[src/inc/blmi_pkg.sv]
// Constants and types shared by the byte lane mask and inversion block
`default_nettype none
package blmi_pkg;
    // ===========================================================
    // Register map (byte addresses)
    localparam logic [7:0] ADDR_MR1  = 8'h00;
    localparam logic [7:0] ADDR_MR5  = 8'h04;
    localparam logic [7:0] ADDR_STAT = 8'h08;
    localparam logic [7:0] ADDR_CNT  = 8'h0C;
    localparam int         MR_W      = 18;
    localparam logic [17:0] MR_RESET = 18'h00000;
    // ===========================================================
    // Mode bit positions
    localparam int MR1_TDQS_BIT = 11;
    localparam int MR5_DM_BIT   = 10;
    localparam int MR5_WDBI_BIT = 11;
    localparam int MR5_RDBI_BIT = 12;
    // ===========================================================
    // Status fields
    localparam int STAT_CONF_BIT = 4;
    localparam int STAT_OVF_BIT  = 8;
    localparam logic [1:0] RESP_OKAY   = 2'h0;
    localparam logic [1:0] RESP_SLVERR = 2'h2;
    // ===========================================================
    // Lane geometry
    localparam int BYTE_W     = 8;
    localparam int BURST_LEN  = 8;
    localparam int ZERO_LIMIT = 4;
    localparam int FIFO_DEPTH = 16;
    localparam int SYNC_W     = 12;
    localparam logic [15:0] CNT_RESET = 16'h0000;
    typedef struct packed {
        logic       keep;
        logic [7:0] data;
    } blmi_beat_t;
    typedef struct packed {
        logic tdqs;
        logic dm;
        logic wdbi;
        logic rdbi;
    } blmi_mode_t;
    typedef enum logic [2:0] {
        ST_IDLE = 3'b001,
        ST_WR   = 3'b010,
        ST_RD   = 3'b100
    } blmi_state_t;
endpackage
`default_nettype wire

[src/verilog/blmi_top.sv]
// Byte lane mask, inversion and termination strobe logic with write FIFO
// What this block does
// - One shared pin, one write function only, read inversion beside it
// - Mask and inversion pin is active low
// - Termination strobe mode never drives the pin
// - Mode bits select termination, mask, inversions
// - Receiver off when both write functions off
// - Reads use only inversion on the pin
// - Read inversion off keeps driver off
// - Termination strobe disables mask and inversions
// - Strobe pins get data strobe termination
// - Mask low discards byte, high stores it
// - Inversion low inverts received byte
// - Read byte with over four zeros inverted
// - Write transfer carries byte plus pin bit
// - Read transfer carries byte plus indicator
`default_nettype none
module blmi_fifo #(
    parameter int W     = 9,
    parameter int DEPTH = 16
) (
    // Clock and reset
    input  wire logic         aclk,
    input  wire logic         aresetn,
    // Fill side
    input  wire logic         in_valid,
    output logic              in_ready,
    input  wire logic [W-1:0] in_data,
    // Drain side
    output logic              out_valid,
    input  wire logic         out_ready,
    output logic [W-1:0]      out_data
);
    localparam int AW = $clog2(DEPTH);
    logic [W-1:0]  mem [DEPTH];
    logic [AW-1:0] wptr, rptr, next_wptr, next_rptr;
    logic [AW:0]   cnt, next_cnt;
    logic          push, pop;

    assign in_ready  = (cnt != (AW+1)'(DEPTH));
    assign out_valid = (cnt != '0);
    assign out_data  = mem[rptr];
    assign push      = in_valid && in_ready;
    assign pop       = out_valid && out_ready;

    always_comb begin
        next_wptr = push ? wptr + 1'b1 : wptr;
        next_rptr = pop ? rptr + 1'b1 : rptr;
        next_cnt  = cnt + (AW+1)'(push) - (AW+1)'(pop);
    end

    always_ff @(posedge aclk) begin
        if (!aresetn) begin
            wptr <= '0;
            rptr <= '0;
            cnt  <= '0;
        end else begin
            wptr <= next_wptr;
            rptr <= next_rptr;
            cnt  <= next_cnt;
        end
    end

    always_ff @(posedge aclk) begin
        if (push) begin
            mem[wptr] <= in_data;
        end
    end
endmodule

module blmi_top (
    // Clock and reset
    input  wire logic        aclk,
    input  wire logic        aresetn,
    // AXI4-Lite slave
    input  wire logic [7:0]  awaddr,
    input  wire logic        awvalid,
    output logic             awready,
    input  wire logic [31:0] wdata,
    input  wire logic [3:0]  wstrb,
    input  wire logic        wvalid,
    output logic             wready,
    output logic [1:0]       bresp,
    output logic             bvalid,
    input  wire logic        bready,
    input  wire logic [7:0]  araddr,
    input  wire logic        arvalid,
    output logic             arready,
    output logic [31:0]      rdata,
    output logic [1:0]       rresp,
    output logic             rvalid,
    input  wire logic        rready,
    // Link pins
    input  wire logic        lk_strobe,
    input  wire logic        lk_wr_burst,
    input  wire logic        lk_rd_burst,
    input  wire logic [7:0]  dq_i,
    output logic [7:0]       dq_o,
    output logic             dq_oe,
    input  wire logic        dmi_n_i,
    output logic             dmi_n_o,
    output logic             dmi_n_oe,
    // Termination and receiver control
    input  wire logic        dqs_term_en,
    output logic             tdqs_term_en,
    output logic             dmi_rx_en,
    // Array side
    output logic             arr_wr_valid,
    input  wire logic        arr_wr_ready,
    output logic [7:0]       arr_wr_data,
    output logic             arr_wr_keep,
    input  wire logic        arr_rd_valid,
    output logic             arr_rd_ready,
    input  wire logic [7:0]  arr_rd_data
);
    // ===========================================================
    // Mode registers and effective functions
    logic [17:0]          mr1, mr5, next_mr1, next_mr5;
    blmi_pkg::blmi_mode_t mode;
    logic                 conflict;

    always_comb begin
        mode.tdqs = mr1[blmi_pkg::MR1_TDQS_BIT];
        mode.dm   = !mode.tdqs && mr5[blmi_pkg::MR5_DM_BIT];
        // Mask wins if software breaks the exclusion
        mode.wdbi = !mode.tdqs && !mr5[blmi_pkg::MR5_DM_BIT]
                    && mr5[blmi_pkg::MR5_WDBI_BIT];
        mode.rdbi = !mode.tdqs && mr5[blmi_pkg::MR5_RDBI_BIT];
    end
    assign conflict = mr5[blmi_pkg::MR5_DM_BIT] && mr5[blmi_pkg::MR5_WDBI_BIT];

    // ===========================================================
    // Pin synchronisers
    logic [11:0] sync1, sync2;
    logic        strobe_prev, link_edge;
    logic        s_strobe, s_wr, s_rd, s_dmi;
    logic [7:0]  s_dq;

    always_ff @(posedge aclk) begin
        if (!aresetn) begin
            sync1       <= '0;
            sync2       <= '0;
            strobe_prev <= 1'b0;
        end else begin
            sync1       <= {lk_strobe, lk_wr_burst, lk_rd_burst, dmi_n_i, dq_i};
            sync2       <= sync1;
            strobe_prev <= s_strobe;
        end
    end
    assign {s_strobe, s_wr, s_rd, s_dmi, s_dq} = sync2;
    // Both strobe edges carry a transfer
    assign link_edge = s_strobe ^ strobe_prev;

    // ===========================================================
    // Burst state
    blmi_pkg::blmi_state_t state, next_state;
    logic [2:0]            idx, next_idx;

    always_comb begin
        next_state = state;
        next_idx   = idx;
        unique case (state)
            blmi_pkg::ST_IDLE: begin
                if (s_wr) begin
                    next_state = blmi_pkg::ST_WR;
                end else if (s_rd) begin
                    next_state = blmi_pkg::ST_RD;
                end
                next_idx = '0;
            end
            blmi_pkg::ST_WR: begin
                if (!s_wr) begin
                    next_state = blmi_pkg::ST_IDLE;
                end else if (link_edge) begin
                    next_idx = idx + 3'h1;
                end
            end
            blmi_pkg::ST_RD: begin
                if (!s_rd) begin
                    next_state = blmi_pkg::ST_IDLE;
                end else if (link_edge) begin
                    next_idx = idx + 3'h1;
                end
            end
            default: begin
                next_state = blmi_pkg::ST_IDLE;
            end
        endcase
    end

    always_ff @(posedge aclk) begin
        if (!aresetn) begin
            state <= blmi_pkg::ST_IDLE;
            idx   <= '0;
        end else begin
            state <= next_state;
            idx   <= next_idx;
        end
    end

    // ===========================================================
    // Write path into FIFO
    blmi_pkg::blmi_beat_t wr_beat, fifo_out;
    logic                 wr_take, fifo_in_ready;

    assign wr_take = (state == blmi_pkg::ST_WR) && link_edge;
    always_comb begin
        wr_beat.keep = !(mode.dm && !s_dmi);
        wr_beat.data = (mode.wdbi && !s_dmi) ? ~s_dq : s_dq;
    end

    blmi_fifo #(
        .W     (blmi_pkg::BYTE_W + 1),
        .DEPTH (blmi_pkg::FIFO_DEPTH)
    ) u_fifo (
        .aclk      (aclk),
        .aresetn   (aresetn),
        .in_valid  (wr_take),
        .in_ready  (fifo_in_ready),
        .in_data   (wr_beat),
        .out_valid (arr_wr_valid),
        .out_ready (arr_wr_ready),
        .out_data  (fifo_out)
    );
    assign arr_wr_data = fifo_out.data;
    assign arr_wr_keep = fifo_out.keep;

    // ===========================================================
    // Read path and pin drivers
    logic [7:0] next_dq_o;
    logic       next_dmi_n_o, rd_inv, next_term;

    assign arr_rd_ready = (state == blmi_pkg::ST_RD) && link_edge;
    assign rd_inv = mode.rdbi && ($countones(~arr_rd_data) > blmi_pkg::ZERO_LIMIT);

    always_comb begin
        next_dq_o    = dq_o;
        next_dmi_n_o = dmi_n_o;
        if (arr_rd_ready && arr_rd_valid) begin
            next_dq_o    = rd_inv ? ~arr_rd_data : arr_rd_data;
            next_dmi_n_o = !rd_inv;
        end
        next_term = mode.tdqs && dqs_term_en;
    end

    always_ff @(posedge aclk) begin
        if (!aresetn) begin
            dq_o         <= '0;
            dmi_n_o      <= 1'b1;
            tdqs_term_en <= 1'b0;
        end else begin
            dq_o         <= next_dq_o;
            dmi_n_o      <= next_dmi_n_o;
            tdqs_term_en <= next_term;
        end
    end
    assign dq_oe     = (state == blmi_pkg::ST_RD);
    assign dmi_n_oe  = (state == blmi_pkg::ST_RD) && mode.rdbi;
    assign dmi_rx_en = mode.dm || mode.wdbi;

    // ===========================================================
    // Status and counters
    logic        ovf, next_ovf;
    logic [15:0] n_xfer, n_mask, next_n_xfer, next_n_mask;
    logic        ovf_clr;

    always_comb begin
        next_n_xfer = n_xfer;
        next_n_mask = n_mask;
        if (wr_take) begin
            next_n_xfer = n_xfer + 16'h0001;
            if (!wr_beat.keep) begin
                next_n_mask = n_mask + 16'h0001;
            end
        end
        next_ovf = (ovf && !ovf_clr) || (wr_take && !fifo_in_ready);
    end

    always_ff @(posedge aclk) begin
        if (!aresetn) begin
            ovf    <= 1'b0;
            n_xfer <= blmi_pkg::CNT_RESET;
            n_mask <= blmi_pkg::CNT_RESET;
        end else begin
            ovf    <= next_ovf;
            n_xfer <= next_n_xfer;
            n_mask <= next_n_mask;
        end
    end

    // ===========================================================
    // AXI4-Lite write channel
    logic        aw_held, w_held, next_aw_held, next_w_held, next_bvalid;
    logic [7:0]  aw_addr, next_aw_addr;
    logic [31:0] w_data, next_w_data;
    logic [3:0]  w_strb, next_w_strb;
    logic [1:0]  next_bresp;
    logic        do_wr;
    logic [31:0] wmask;

    assign awready = !aw_held;
    assign wready  = !w_held;
    assign do_wr   = aw_held && w_held && !bvalid;
    assign ovf_clr = do_wr && (aw_addr == blmi_pkg::ADDR_STAT)
                     && w_strb[1] && w_data[blmi_pkg::STAT_OVF_BIT];

    always_comb begin
        for (int i = 0; i < 4; i++) begin
            wmask[i*8 +: 8] = {8{w_strb[i]}};
        end
        next_aw_held = aw_held || awvalid;
        next_aw_addr = awvalid && !aw_held ? awaddr : aw_addr;
        next_w_held  = w_held || wvalid;
        next_w_data  = wvalid && !w_held ? wdata : w_data;
        next_w_strb  = wvalid && !w_held ? wstrb : w_strb;
        next_bvalid  = bvalid && !bready;
        next_bresp   = bresp;
        next_mr1     = mr1;
        next_mr5     = mr5;
        if (do_wr) begin
            next_aw_held = 1'b0;
            next_w_held  = 1'b0;
            next_bvalid  = 1'b1;
            next_bresp   = blmi_pkg::RESP_OKAY;
            unique case (aw_addr)
                blmi_pkg::ADDR_MR1:
                    next_mr1 = ((mr1 & ~wmask[17:0]) | (w_data[17:0] & wmask[17:0]));
                blmi_pkg::ADDR_MR5:
                    next_mr5 = ((mr5 & ~wmask[17:0]) | (w_data[17:0] & wmask[17:0]));
                blmi_pkg::ADDR_STAT, blmi_pkg::ADDR_CNT: ;
                default: next_bresp = blmi_pkg::RESP_SLVERR;
            endcase
        end
    end

    always_ff @(posedge aclk) begin
        if (!aresetn) begin
            aw_held <= 1'b0;
            w_held  <= 1'b0;
            aw_addr <= '0;
            w_data  <= '0;
            w_strb  <= '0;
            bvalid  <= 1'b0;
            bresp   <= blmi_pkg::RESP_OKAY;
            mr1     <= blmi_pkg::MR_RESET;
            mr5     <= blmi_pkg::MR_RESET;
        end else begin
            aw_held <= next_aw_held;
            w_held  <= next_w_held;
            aw_addr <= next_aw_addr;
            w_data  <= next_w_data;
            w_strb  <= next_w_strb;
            bvalid  <= next_bvalid;
            bresp   <= next_bresp;
            mr1     <= next_mr1;
            mr5     <= next_mr5;
        end
    end

    // ===========================================================
    // AXI4-Lite read channel
    logic        next_rvalid;
    logic [31:0] next_rdata, stat_word;
    logic [1:0]  next_rresp;

    assign arready = !rvalid;
    always_comb begin
        stat_word = '0;
        stat_word[3:0] = {mode.tdqs, mode.dm, mode.wdbi, mode.rdbi};
        stat_word[blmi_pkg::STAT_CONF_BIT] = conflict;
        stat_word[blmi_pkg::STAT_OVF_BIT]  = ovf;
        stat_word[18:16] = idx;
        stat_word[26:24] = state;
        next_rvalid = rvalid && !rready;
        next_rdata  = rdata;
        next_rresp  = rresp;
        if (arvalid && arready) begin
            next_rvalid = 1'b1;
            next_rresp  = blmi_pkg::RESP_OKAY;
            unique case (araddr)
                blmi_pkg::ADDR_MR1:  next_rdata = {14'h0000, mr1};
                blmi_pkg::ADDR_MR5:  next_rdata = {14'h0000, mr5};
                blmi_pkg::ADDR_STAT: next_rdata = stat_word;
                blmi_pkg::ADDR_CNT:  next_rdata = {n_mask, n_xfer};
                default: begin
                    next_rdata = '0;
                    next_rresp = blmi_pkg::RESP_SLVERR;
                end
            endcase
        end
    end

    always_ff @(posedge aclk) begin
        if (!aresetn) begin
            rvalid <= 1'b0;
            rdata  <= '0;
            rresp  <= blmi_pkg::RESP_OKAY;
        end else begin
            rvalid <= next_rvalid;
            rdata  <= next_rdata;
            rresp  <= next_rresp;
        end
    end
endmodule
`default_nettype wire

[config.mk]
export PLATFORM = sky130hd
export DESIGN_NAME = blmi_top
export DESIGN_NICKNAME = d
export VERILOG_FILES = /design/src/inc/blmi_pkg.sv /design/src/verilog/blmi_top.sv
export SDC_FILE = /design/constraint.sdc
export NUM_CORES = 1
export LEC_CHECK = 0
export BUFFER_PORTS_ARGS = -buffer_cell sky130_fd_sc_hd__buf_2
export CAP_MARGIN = 20
export CORE_UTILIZATION = 59
export DETAILED_ROUTE_END_ITERATION = 10
export HOLD_SLACK_MARGIN = 0.06
export PLACE_DENSITY = 0.84
export SYNTH_ARGS = -nofsm -noshare
export SYNTH_HDL_FRONTEND = slang
export SYNTH_SLANG_ARGS = --single-unit
[constraint.sdc]
create_clock -name aclk -period 4.5 [get_ports aclk]
set_input_delay 0.225 -clock aclk [delete_from_list [all_inputs] [get_ports aclk]]
set_output_delay 0.225 -clock aclk [all_outputs]
set_load 0.005 [all_outputs]
# --- Word level (Yosys, flattened, before mapping) ---
# Memory sizes are Yosys's and may differ from the RTL's. A register that Yosys moved wholly into a read port is not among the register bits.
# Cells that the tools add are included.
totals:
  regBits: 192
  ramBits: 144
  inputBits: 82
  output_inout_bits: 65
  wordCells: 143
  memories: 1
mem_list:
  columns: ["name", "words", "word_bits", "rd", "rd_clocked_by_memory_dff", "write_ports", "line", "rtl"]
  rows:
  - ["u_fifo.mem", 16, 9, 1, 1, 1, "blmi_top.sv:35", "logic [W-1:0] mem [DEPTH];"]
classes:
  n_addsub: 14
  n_lt_le_gt_ge: 1
  n_eq_ne: 15
  n_mux: 20
  n_bitwise: 10
  n_reduce_logical: 56
ops:
  columns: ["operator", "n"]
  rows:
  - ["case mux 32 bit (4 select lines)", 1]
  - ["bitwise AND 18 bit", 3]
  - ["bitwise OR 18 bit", 2]
  - ["adder 16 x 1 -> 16 bit (second input constant)", 2]
  - ["equality test 8 x 4 -> 1 bit (second input constant)", 4]
  - ["logical AND 1 bit", 27]
  - ["two-way mux 3 bit", 7]
  - ["inverter 18 bit", 1]
  - ["case mux 3 bit (3 select lines)", 2]
  - ["equality test 8 x 3 -> 1 bit (second input constant)", 2]
  - ["zero test 8 bit", 2]
  - ["two-way mux 8 bit", 2]
  - ["inverter 8 bit", 2]
  - ["zero test 1 bit", 13]
  - ["adder 1 x 1 -> 2 bit", 4]
  - ["adder 4 x 1 -> 4 bit (second input constant)", 2]
  - ["two-way mux 4 bit", 2]
  - ["OR reduction 4 bit", 2]
  - ["adder 2 x 2 -> 3 bit", 2]
  - ["!= test 2 bit (second input constant)", 3]
  - ["AND reduction 2 bit", 3]
  - ["AND reduction 3 bit", 2]
  - ["adder 5 x 1 -> 5 bit", 1]
  - ["!= test 5 bit (second input constant)", 1]
  - ["other kinds (17)", 24]

# --- Longest topological paths before layout ---
# Gate-level depths: netlist of run 1.
logic_depth:
  word_depth: 8
  depth_mapped: 15
  ltp_nobuf: 14

# --- Cells and area by module ---
# From an unflattened synthesis of run 1, not the netlist that was laid out.
hier_totals:
  hier_cells: 1145
  hier_area_um2: 13975.9
modules_own_cells:
  columns: ["mod", "instances", "cells_per_inst", "area_each_um2", "seq_area_each_um2"]
  rows:
  - ["blmi_top", 1, 813, 7521.0, 3543.4]
  - ["blmi_fifo", 1, 332, 6454.9, 4664.5]

# --- Worst setup path after synthesis of run 1 ---
# No wires, ideal clock.
synth_timing:
  kind: "in2reg"
  from: "input port arr_rd_data[0]"
  to: "register dq_o[7]"
  setup_ns: 0.136
  arrival_ns: 3.490
  required_ns: 4.364
  slack_ns: 0.874
  path_stages: 12
  n_path_buf: 1
  path_cell_list: "fa_1 -> inv_1 -> fa_1 -> fa_1 -> ha_1 -> inv_1 -> fa_1 -> nand2b_1 -> a221oi_1 -> clkbuf_1 -> or4_1 -> a31oi_1"
synth_via:
  elab_chain_cells: 7
synth_lines:
  columns: ["item", "line", "rtl"]
  rows:
  - ["from (decl)", "blmi_top.sv:114", "input wire logic [7:0] arr_rd_data"]
  - ["inverter 8 bit", "blmi_top.sv:234", "assign rd_inv = mode.rdbi && ($countones(~arr_rd_data) > blmi_pkg::ZERO_LIMIT);"]
  - ["adder 1 x 1 -> 2 bit (not written as such)", "blmi_top.sv:234", null]
  - ["adder 2 x 2 -> 3 bit (not written as such)", "blmi_top.sv:234", null]
  - ["adder 3 x 3 -> 4 bit (not written as such)", "blmi_top.sv:234", null]
  - ["greater-than comparator 4 x 3 -> 1 bit", "blmi_top.sv:234", null]
  - ["logical AND 1 bit", "blmi_top.sv:234", null]
  - ["two-way mux 8 bit", "blmi_top.sv:240", "next_dq_o = rd_inv ? ~arr_rd_data : arr_rd_data;"]
  - ["to (signal assigned)", "blmi_top.sv:252", "dq_o <= next_dq_o;"]
  - ["to (decl)", "blmi_top.sv:98", "output logic [7:0] dq_o,"]
# Every way passes these cells.
# A chain may end at the register's enable or synchronous reset.

# --- Worst setup path after layout of run 1 ---
layout_timing:
  from: "input port arr_rd_data[0]"
  to: "register dq_o[2]"
# The elaborated chain is that of the path after synthesis.

==> results of run 1 <==
worst register-to-register path: cells and delay by family, from the launching register on:
family | cells | cell delay (ns)
buffers and inverters | 4 | 0.31
AOI/OAI and AO/OA | 2 | 0.31
DFF | 1 | 0.32
adders and majority gates | 4 | 1.04
and+or+nand+nor | 4 | 1.15
how the worst max path moves through the flow:
stage | start | to | slack, ns
5_1_grt | arr_rd_data[0] | dq_o[5] | 0.43
4_1_cts | arr_rd_data[0] | dq_o[5] | 0.67
3_3_place_gp | arr_rd_data[0] | dq_o[5] | 0.80
6_report | arr_rd_data[0] | dq_o[2] | 0.62
3_5_place_dp | arr_rd_data[0] | dq_o[2] | 0.69
2_1_floorplan | arr_rd_data[0] | dq_o[7] | 0.87
power groups by stage:
stage          logic [µW]  registers (µW)  clock network (µW)
2_1_floorplan         699            3350                   0
3_3_place_gp          842            3420                   0
3_5_place_dp          887            3430                   0
4_1_cts               942            3360                2690
5_1_grt              1040            3370                2810
6_report              952            3360                2670
layout make-up:
cell class                 instances  area share
inverter                          32    0.007511
clock inverter                    15    0.006285
timing repair buffer             209     0.08485
sequential                       338      0.5030
clock buffer                      46     0.05794
tap                              313     0.02399
multi-input combinational        694      0.3165
repair_timing:
action / in CTS / in global routing
hold buffers: 55 / 0
setup endpoints to repair: 0 / 0
endpoints found under the hold margin: 56 / 0
per-layer routing:
metal  routed length, µm  track usage  part of all wire
met1               12540       0.3228              0.39
met4                 941       0.1094             0.029
met2               16730       0.4901              0.52
met3                1817      0.04401             0.057
met5                   0            0                 0
per-stage QoR:
step / area, µm² / cells
finish: 16320 / 1647
global route: 16320 / 1647
CTS: 16270 / 1639
detailed placement: 14670 / 1523
global placement: 14660 / 1522
floorplan: 13790 / 1137
cells in the final DEF, fill, tap and decap left out, types with 28 or more instances in the layout:
master	instances
a21oi_1	53
a22oi_1	41
and2_1	30
buf_2	130
clkbuf_16	34
dfxtp_1	192
dlygate4sd3_1	55
edfxtp_1	144
inv_1	31
mux2i_1	59
mux4_2	44
nand2_1	74
nor2_1	121
o21ai_0	28
cells by family (layout without fill, tap and decap cells):
group / count (synthesis) / in the layout / synth area share
DFF: 338 / 338 / 0.5954
xor gates and xnor gates: 31 / 31 / 0.01970
adders and majority gates: 22 / 22 / 0.02269
AOI/OAI and AO/OA: 170 / 170 / 0.07896
other: 1 / 2 / 0.0002720
and+or+nand+nor: 363 / 363 / 0.1357
buffers and inverters: 105 / 302 / 0.03013
muxes: 106 / 106 / 0.1172
==> metrics.txt, run 1 <==
count of final hold-check violations=0; CTS resizes=0; initial antenna violation count=0; Die X=154.9 µm; DPL Wire Length=19.87 mm; yosys warns=0; Synth area leader=edfxtp_1; Synth cell types=56; WP buf/inv=5; core footprint=22780 µm²; R2R depth=14; Tmin final=3.877 ns; Final WS setup=0.6233 ns; period utilization=0.8615; Area Overhead vs Synth=18.42%; flop and latch count out of synthesis=338; final core utilization=0.7167; final wirelength=32.03 mm; family with the most delay on the worst path=adder cells; Pwr Density=427.6 nW/µm²; Slowest-stage cell, CP=dlygate4sd3_1; fmax=0.2580 GHz; starting density of the core=0.6052; first-pass GRT wire length=50.22 mm; WHS Endpoint=rdata[3]; WL per Instance=19.45 µm; Worst VDD drop=0.2832 mV; clock share of power=0.382; RSZ-0062 raised after global routing=no; Top Ports=147; EDFF count, synth=144; Global Route Usage Sum=0.2714; Hold Path Class=in2reg; FFs w/ async S/R, synth=0; final setup violation count=0; Leakage=0.006122 µW; area occupied by multi-input gates=5166 µm²; WP data required=4.92 ns; Crit path depth=14; worst slew pin tran=1.108 ns; CP Launch Type=input port; Worst EP arrival=4.30 ns; top post-synthesis cells by area=edfxtp_1 31%, dfxtp_1 28%, mux4_2 7.2%; cells along the critical path=dlygate4sd3_1, buf_2, fa_1, inv_1, fa_1, fa_1, ha_1, inv_1, fa_1, nand2b_1, a21oi_1, buf_4, or4_1, a31oi_1; total power=6980 µW; grt ovf=0; Vias per Instance=5.924; most common cell in the netlist=dfxtp_1; Synth Cell Area=13790 µm²; area of the die=23980 µm²; clock tree buffer depth=3; port bufs=129; fillers=1503; Max Slew Vio Count=0; clock transition at the registers of the reported paths=0.06 ns; pin count of the biggest net entering global routing=81; Slew HR=0.2574; TritonCTS buffer count=34; CP peak stage delay=0.54 ns; TNS Setup=0 ns; Seq/Total Area, Yosys=0.5954; Internal Pwr Total=5221 µW; Post-Synthesis Cells=1136; Final Skew=0.02889 ns; first-pass detailed-route iteration total=5; Max-cap violations=0; Final #Nets=1413; Die Y=154.9 µm; final hold slack=0.1201 ns; CP Max Fanout=11; r2r setup slk=1.24 ns; worst flop-to-flop path startpoint=u_fifo.cnt[2]; Clock Sinks=338; top cells by count, synth=194 x dfxtp_1, 144 x edfxtp_1, 121 x nor2_1; Crit path top cell by count=fa_1; Worst Hold Depth=4; critical path class=in2reg; n_diodes=0; H-tree Lvls=2; Post-synth top flop=dfxtp_1; FP Rows=55; Storage cell area=8210 µm²; run status=finished, final reports clean; Post-Syn Area per Cell=12.14 µm²; Placement Setup Slack=0.6861 ns; vias in the first global route=9588; critical path endpoint category=register; Net Switching=1758 µW; Post-DRT Antenna Nets=0; Sw Share=0.2519; fraction of layout cells with a size suffix above 1=0.2001; via count=9757; Clock Latency Late Sink=0.53 ns; Post-CTS Setup Repair Bufs=0; DR DRC count=0; sequential power share=0.482; hold wc startpoint=arvalid; CTS tree=yes; critical register-to-register path endpoint=u_fifo.cnt[4]; DR iter-0 viols=762; combinational share of power=0.136; CTS root buffer=clkbuf_16; RePlAce Congestion=0.8209; top cell type's share of synthesized area=0.3137
No activity file was read; power rests on OpenSTA's default activity.
==> inputs of run 2 (changes only) <==
Settings changed: CORE_UTILIZATION 59 to 40, PLACE_DENSITY 0.84 to 0.62.
==> run 2 against run 1 <==
Setup slack lost 0.19 ns. Power up 5.5%. Global-route usage is 9.5 points lower. First-iteration DRC count shrank 21%. Clock power is 15% higher. Largest cell class unchanged.
==> metrics.txt, run 2 (synthesized netlist as in run 1, its figures left out) <==
run status=finished, final reports clean; Area Overhead vs Synth=21.11%; Global Route Usage Sum=0.1768; Hold Path Class=in2reg; Leakage=0.006212 µW; DR iter-0 viols=600; WP data required=4.93 ns; RSZ-0062 raised after global routing=no; Pwr Density=441.2 nW/µm²; CP Max Fanout=11; vias in the first global route=9192; clock share of power=0.419; Storage cell area=8209 µm²; Max Slew Vio Count=0; clock transition at the registers of the reported paths=0.06 ns; Worst EP arrival=4.50 ns; Die Y=187.6 µm; pin count of the biggest net entering global routing=88; DR DRC count=0; CTS root buffer=clkbuf_16; fmax=0.2458 GHz; Final WS setup=0.4317 ns; cells along the critical path=dlygate4sd3_1, buf_2, fa_1, inv_1, fa_1, fa_1, ha_1, inv_1, fa_1, nand2b_1, a221oi_1, buf_4, o31ai_1, a31oi_1; grt ovf=0; CTS resizes=0; core footprint=33700 µm²; count of final hold-check violations=0; Internal Pwr Total=5617 µW; Net Switching=1749 µW; Placement Setup Slack=0.5080 ns; most frequent cells in the layout=193 x dfxtp_1, 144 x edfxtp_1, 130 x buf_2, 121 x nor2_1, 74 x nand2_1; Top Ports=147; final wirelength=30.92 mm; met3 Resource Use GR=0.03107; critical path endpoint category=register; starting density of the core=0.4091; CP Launch Type=input port; WL per Instance=17.31 µm; TritonCTS buffer count=36; Slew HR=0.3951; period utilization=0.9041; Post-CTS Setup Repair Bufs=0; DPL Wire Length=20.15 mm; CP peak stage delay=0.66 ns; H-tree Lvls=2; DP Cell Count=1662; first-pass detailed-route iteration total=5; Clock Sinks=338; area of the die=35210 µm²; CTS tree=yes; final setup violation count=0; Post-DRT Antenna Nets=0; commonest non-fill, non-tap cell in the layout=dfxtp_1; GRT busiest layer=met2; TNS Setup=0 ns; Worst VDD drop=0.2630 mV; first-pass GRT wire length=49.55 mm; fillers=3011; Sw Share=0.2375; Final Skew=0.02990 ns; Die X=187.6 µm; combinational share of power=0.128; area occupied by multi-input gates=5166 µm²; Crit path top cell by count=fa_1; clock tree buffer depth=3; FP Rows=67; Vias per Instance=5.189; final hold slack=0.1103 ns; grt met1 use=0.2350; Post-Layout Cell Count=1786; Tmin final=4.068 ns; met2 track demand over resource=0.2974; Slowest-stage cell, CP=a221oi_1; fraction of layout cells with a size suffix above 1=0.2003; via count=9267; n_diodes=0; sequential power share=0.453; Max-cap violations=0; RePlAce Congestion=0.7499; initial antenna violation count=1; Final #Nets=1415; total power=7366 µW; worst slew pin tran=0.9073 ns; port bufs=129; critical path class=in2reg; Clock Latency Late Sink=0.53 ns
[run 2: cell types whose count changed in the layout (fill, tap and decap cells not counted), sizes merged]
cell	previous run	this run
clkbuf	46	53
inv	35	34
bufinv	0	5
clkinv	12	5
[run 2: critical path, delay by kind of cell]
kind	cells	cell delay, ns
AND/OR/NAND/NOR	1	0.08
buffers and inverters	5	1.09
AO/OA/AOI/OAI	3	0.92
adder cells (fa/ha/maj)	5	2.19
[run 2: final cells by class]
| type | count | area share |
|---|---|---|
| flip-flops and latches | 338 | 0.4917 |
| multi-input cells | 694 | 0.3094 |
| repair buffers | 209 | 0.08318 |
| clock buffers | 53 | 0.06198 |
| well taps | 448 | 0.03357 |
| clock inverters | 12 | 0.01281 |
| inverters | 32 | 0.007344 |
[run 2: metrics by stage]
stage	util	area, µm²
floorplan	-	13790
global placement	0.4403	14840
detailed placement	0.4410	14860
CTS	0.4944	16660
global route	0.4954	16700
finish	0.4954	16700
[run 2: power by group through the flow]
stage	registers (µW)	logic (µW)	clock network (µW)
after floorplan	3350	699	0
final	3340	943	3080
after detailed placement	3410	907	0
after global routing	3350	1040	3290
after global placement	3410	884	0
after CTS	3340	947	3160
[run 2: per-layer routing]
metal | wire [µm] | part of all wire | up-vias
li1 | - | - | 4514
met1 | 13970 | 0.45 | 4518
met2 | 14910 | 0.48 | 197
met3 | 1493 | 0.048 | 38
met4 | 558 | 0.018 | 0
met5 | 0 | 0 | -
[run 2: path summary, 6_finish.rpt]
kind / from / endpoint / slack [ns] / depth (start not counted)
worst min-delay path: arvalid / rdata[3] / 0.11 / 4
worst max-delay path: arr_rd_data[0] / dq_o[7] / 0.43 / 14
worst min register to register: sync1[3] / sync2[3] / 0.41 / 1
worst max register to register: state[1] / u_fifo.cnt[4] / 1.35 / 9
[run 2: what timing repair did]
item	in CTS	in global routing
setup endpoints to repair	0	0
hold buffers	55	0
hold endpoints to repair	56	0
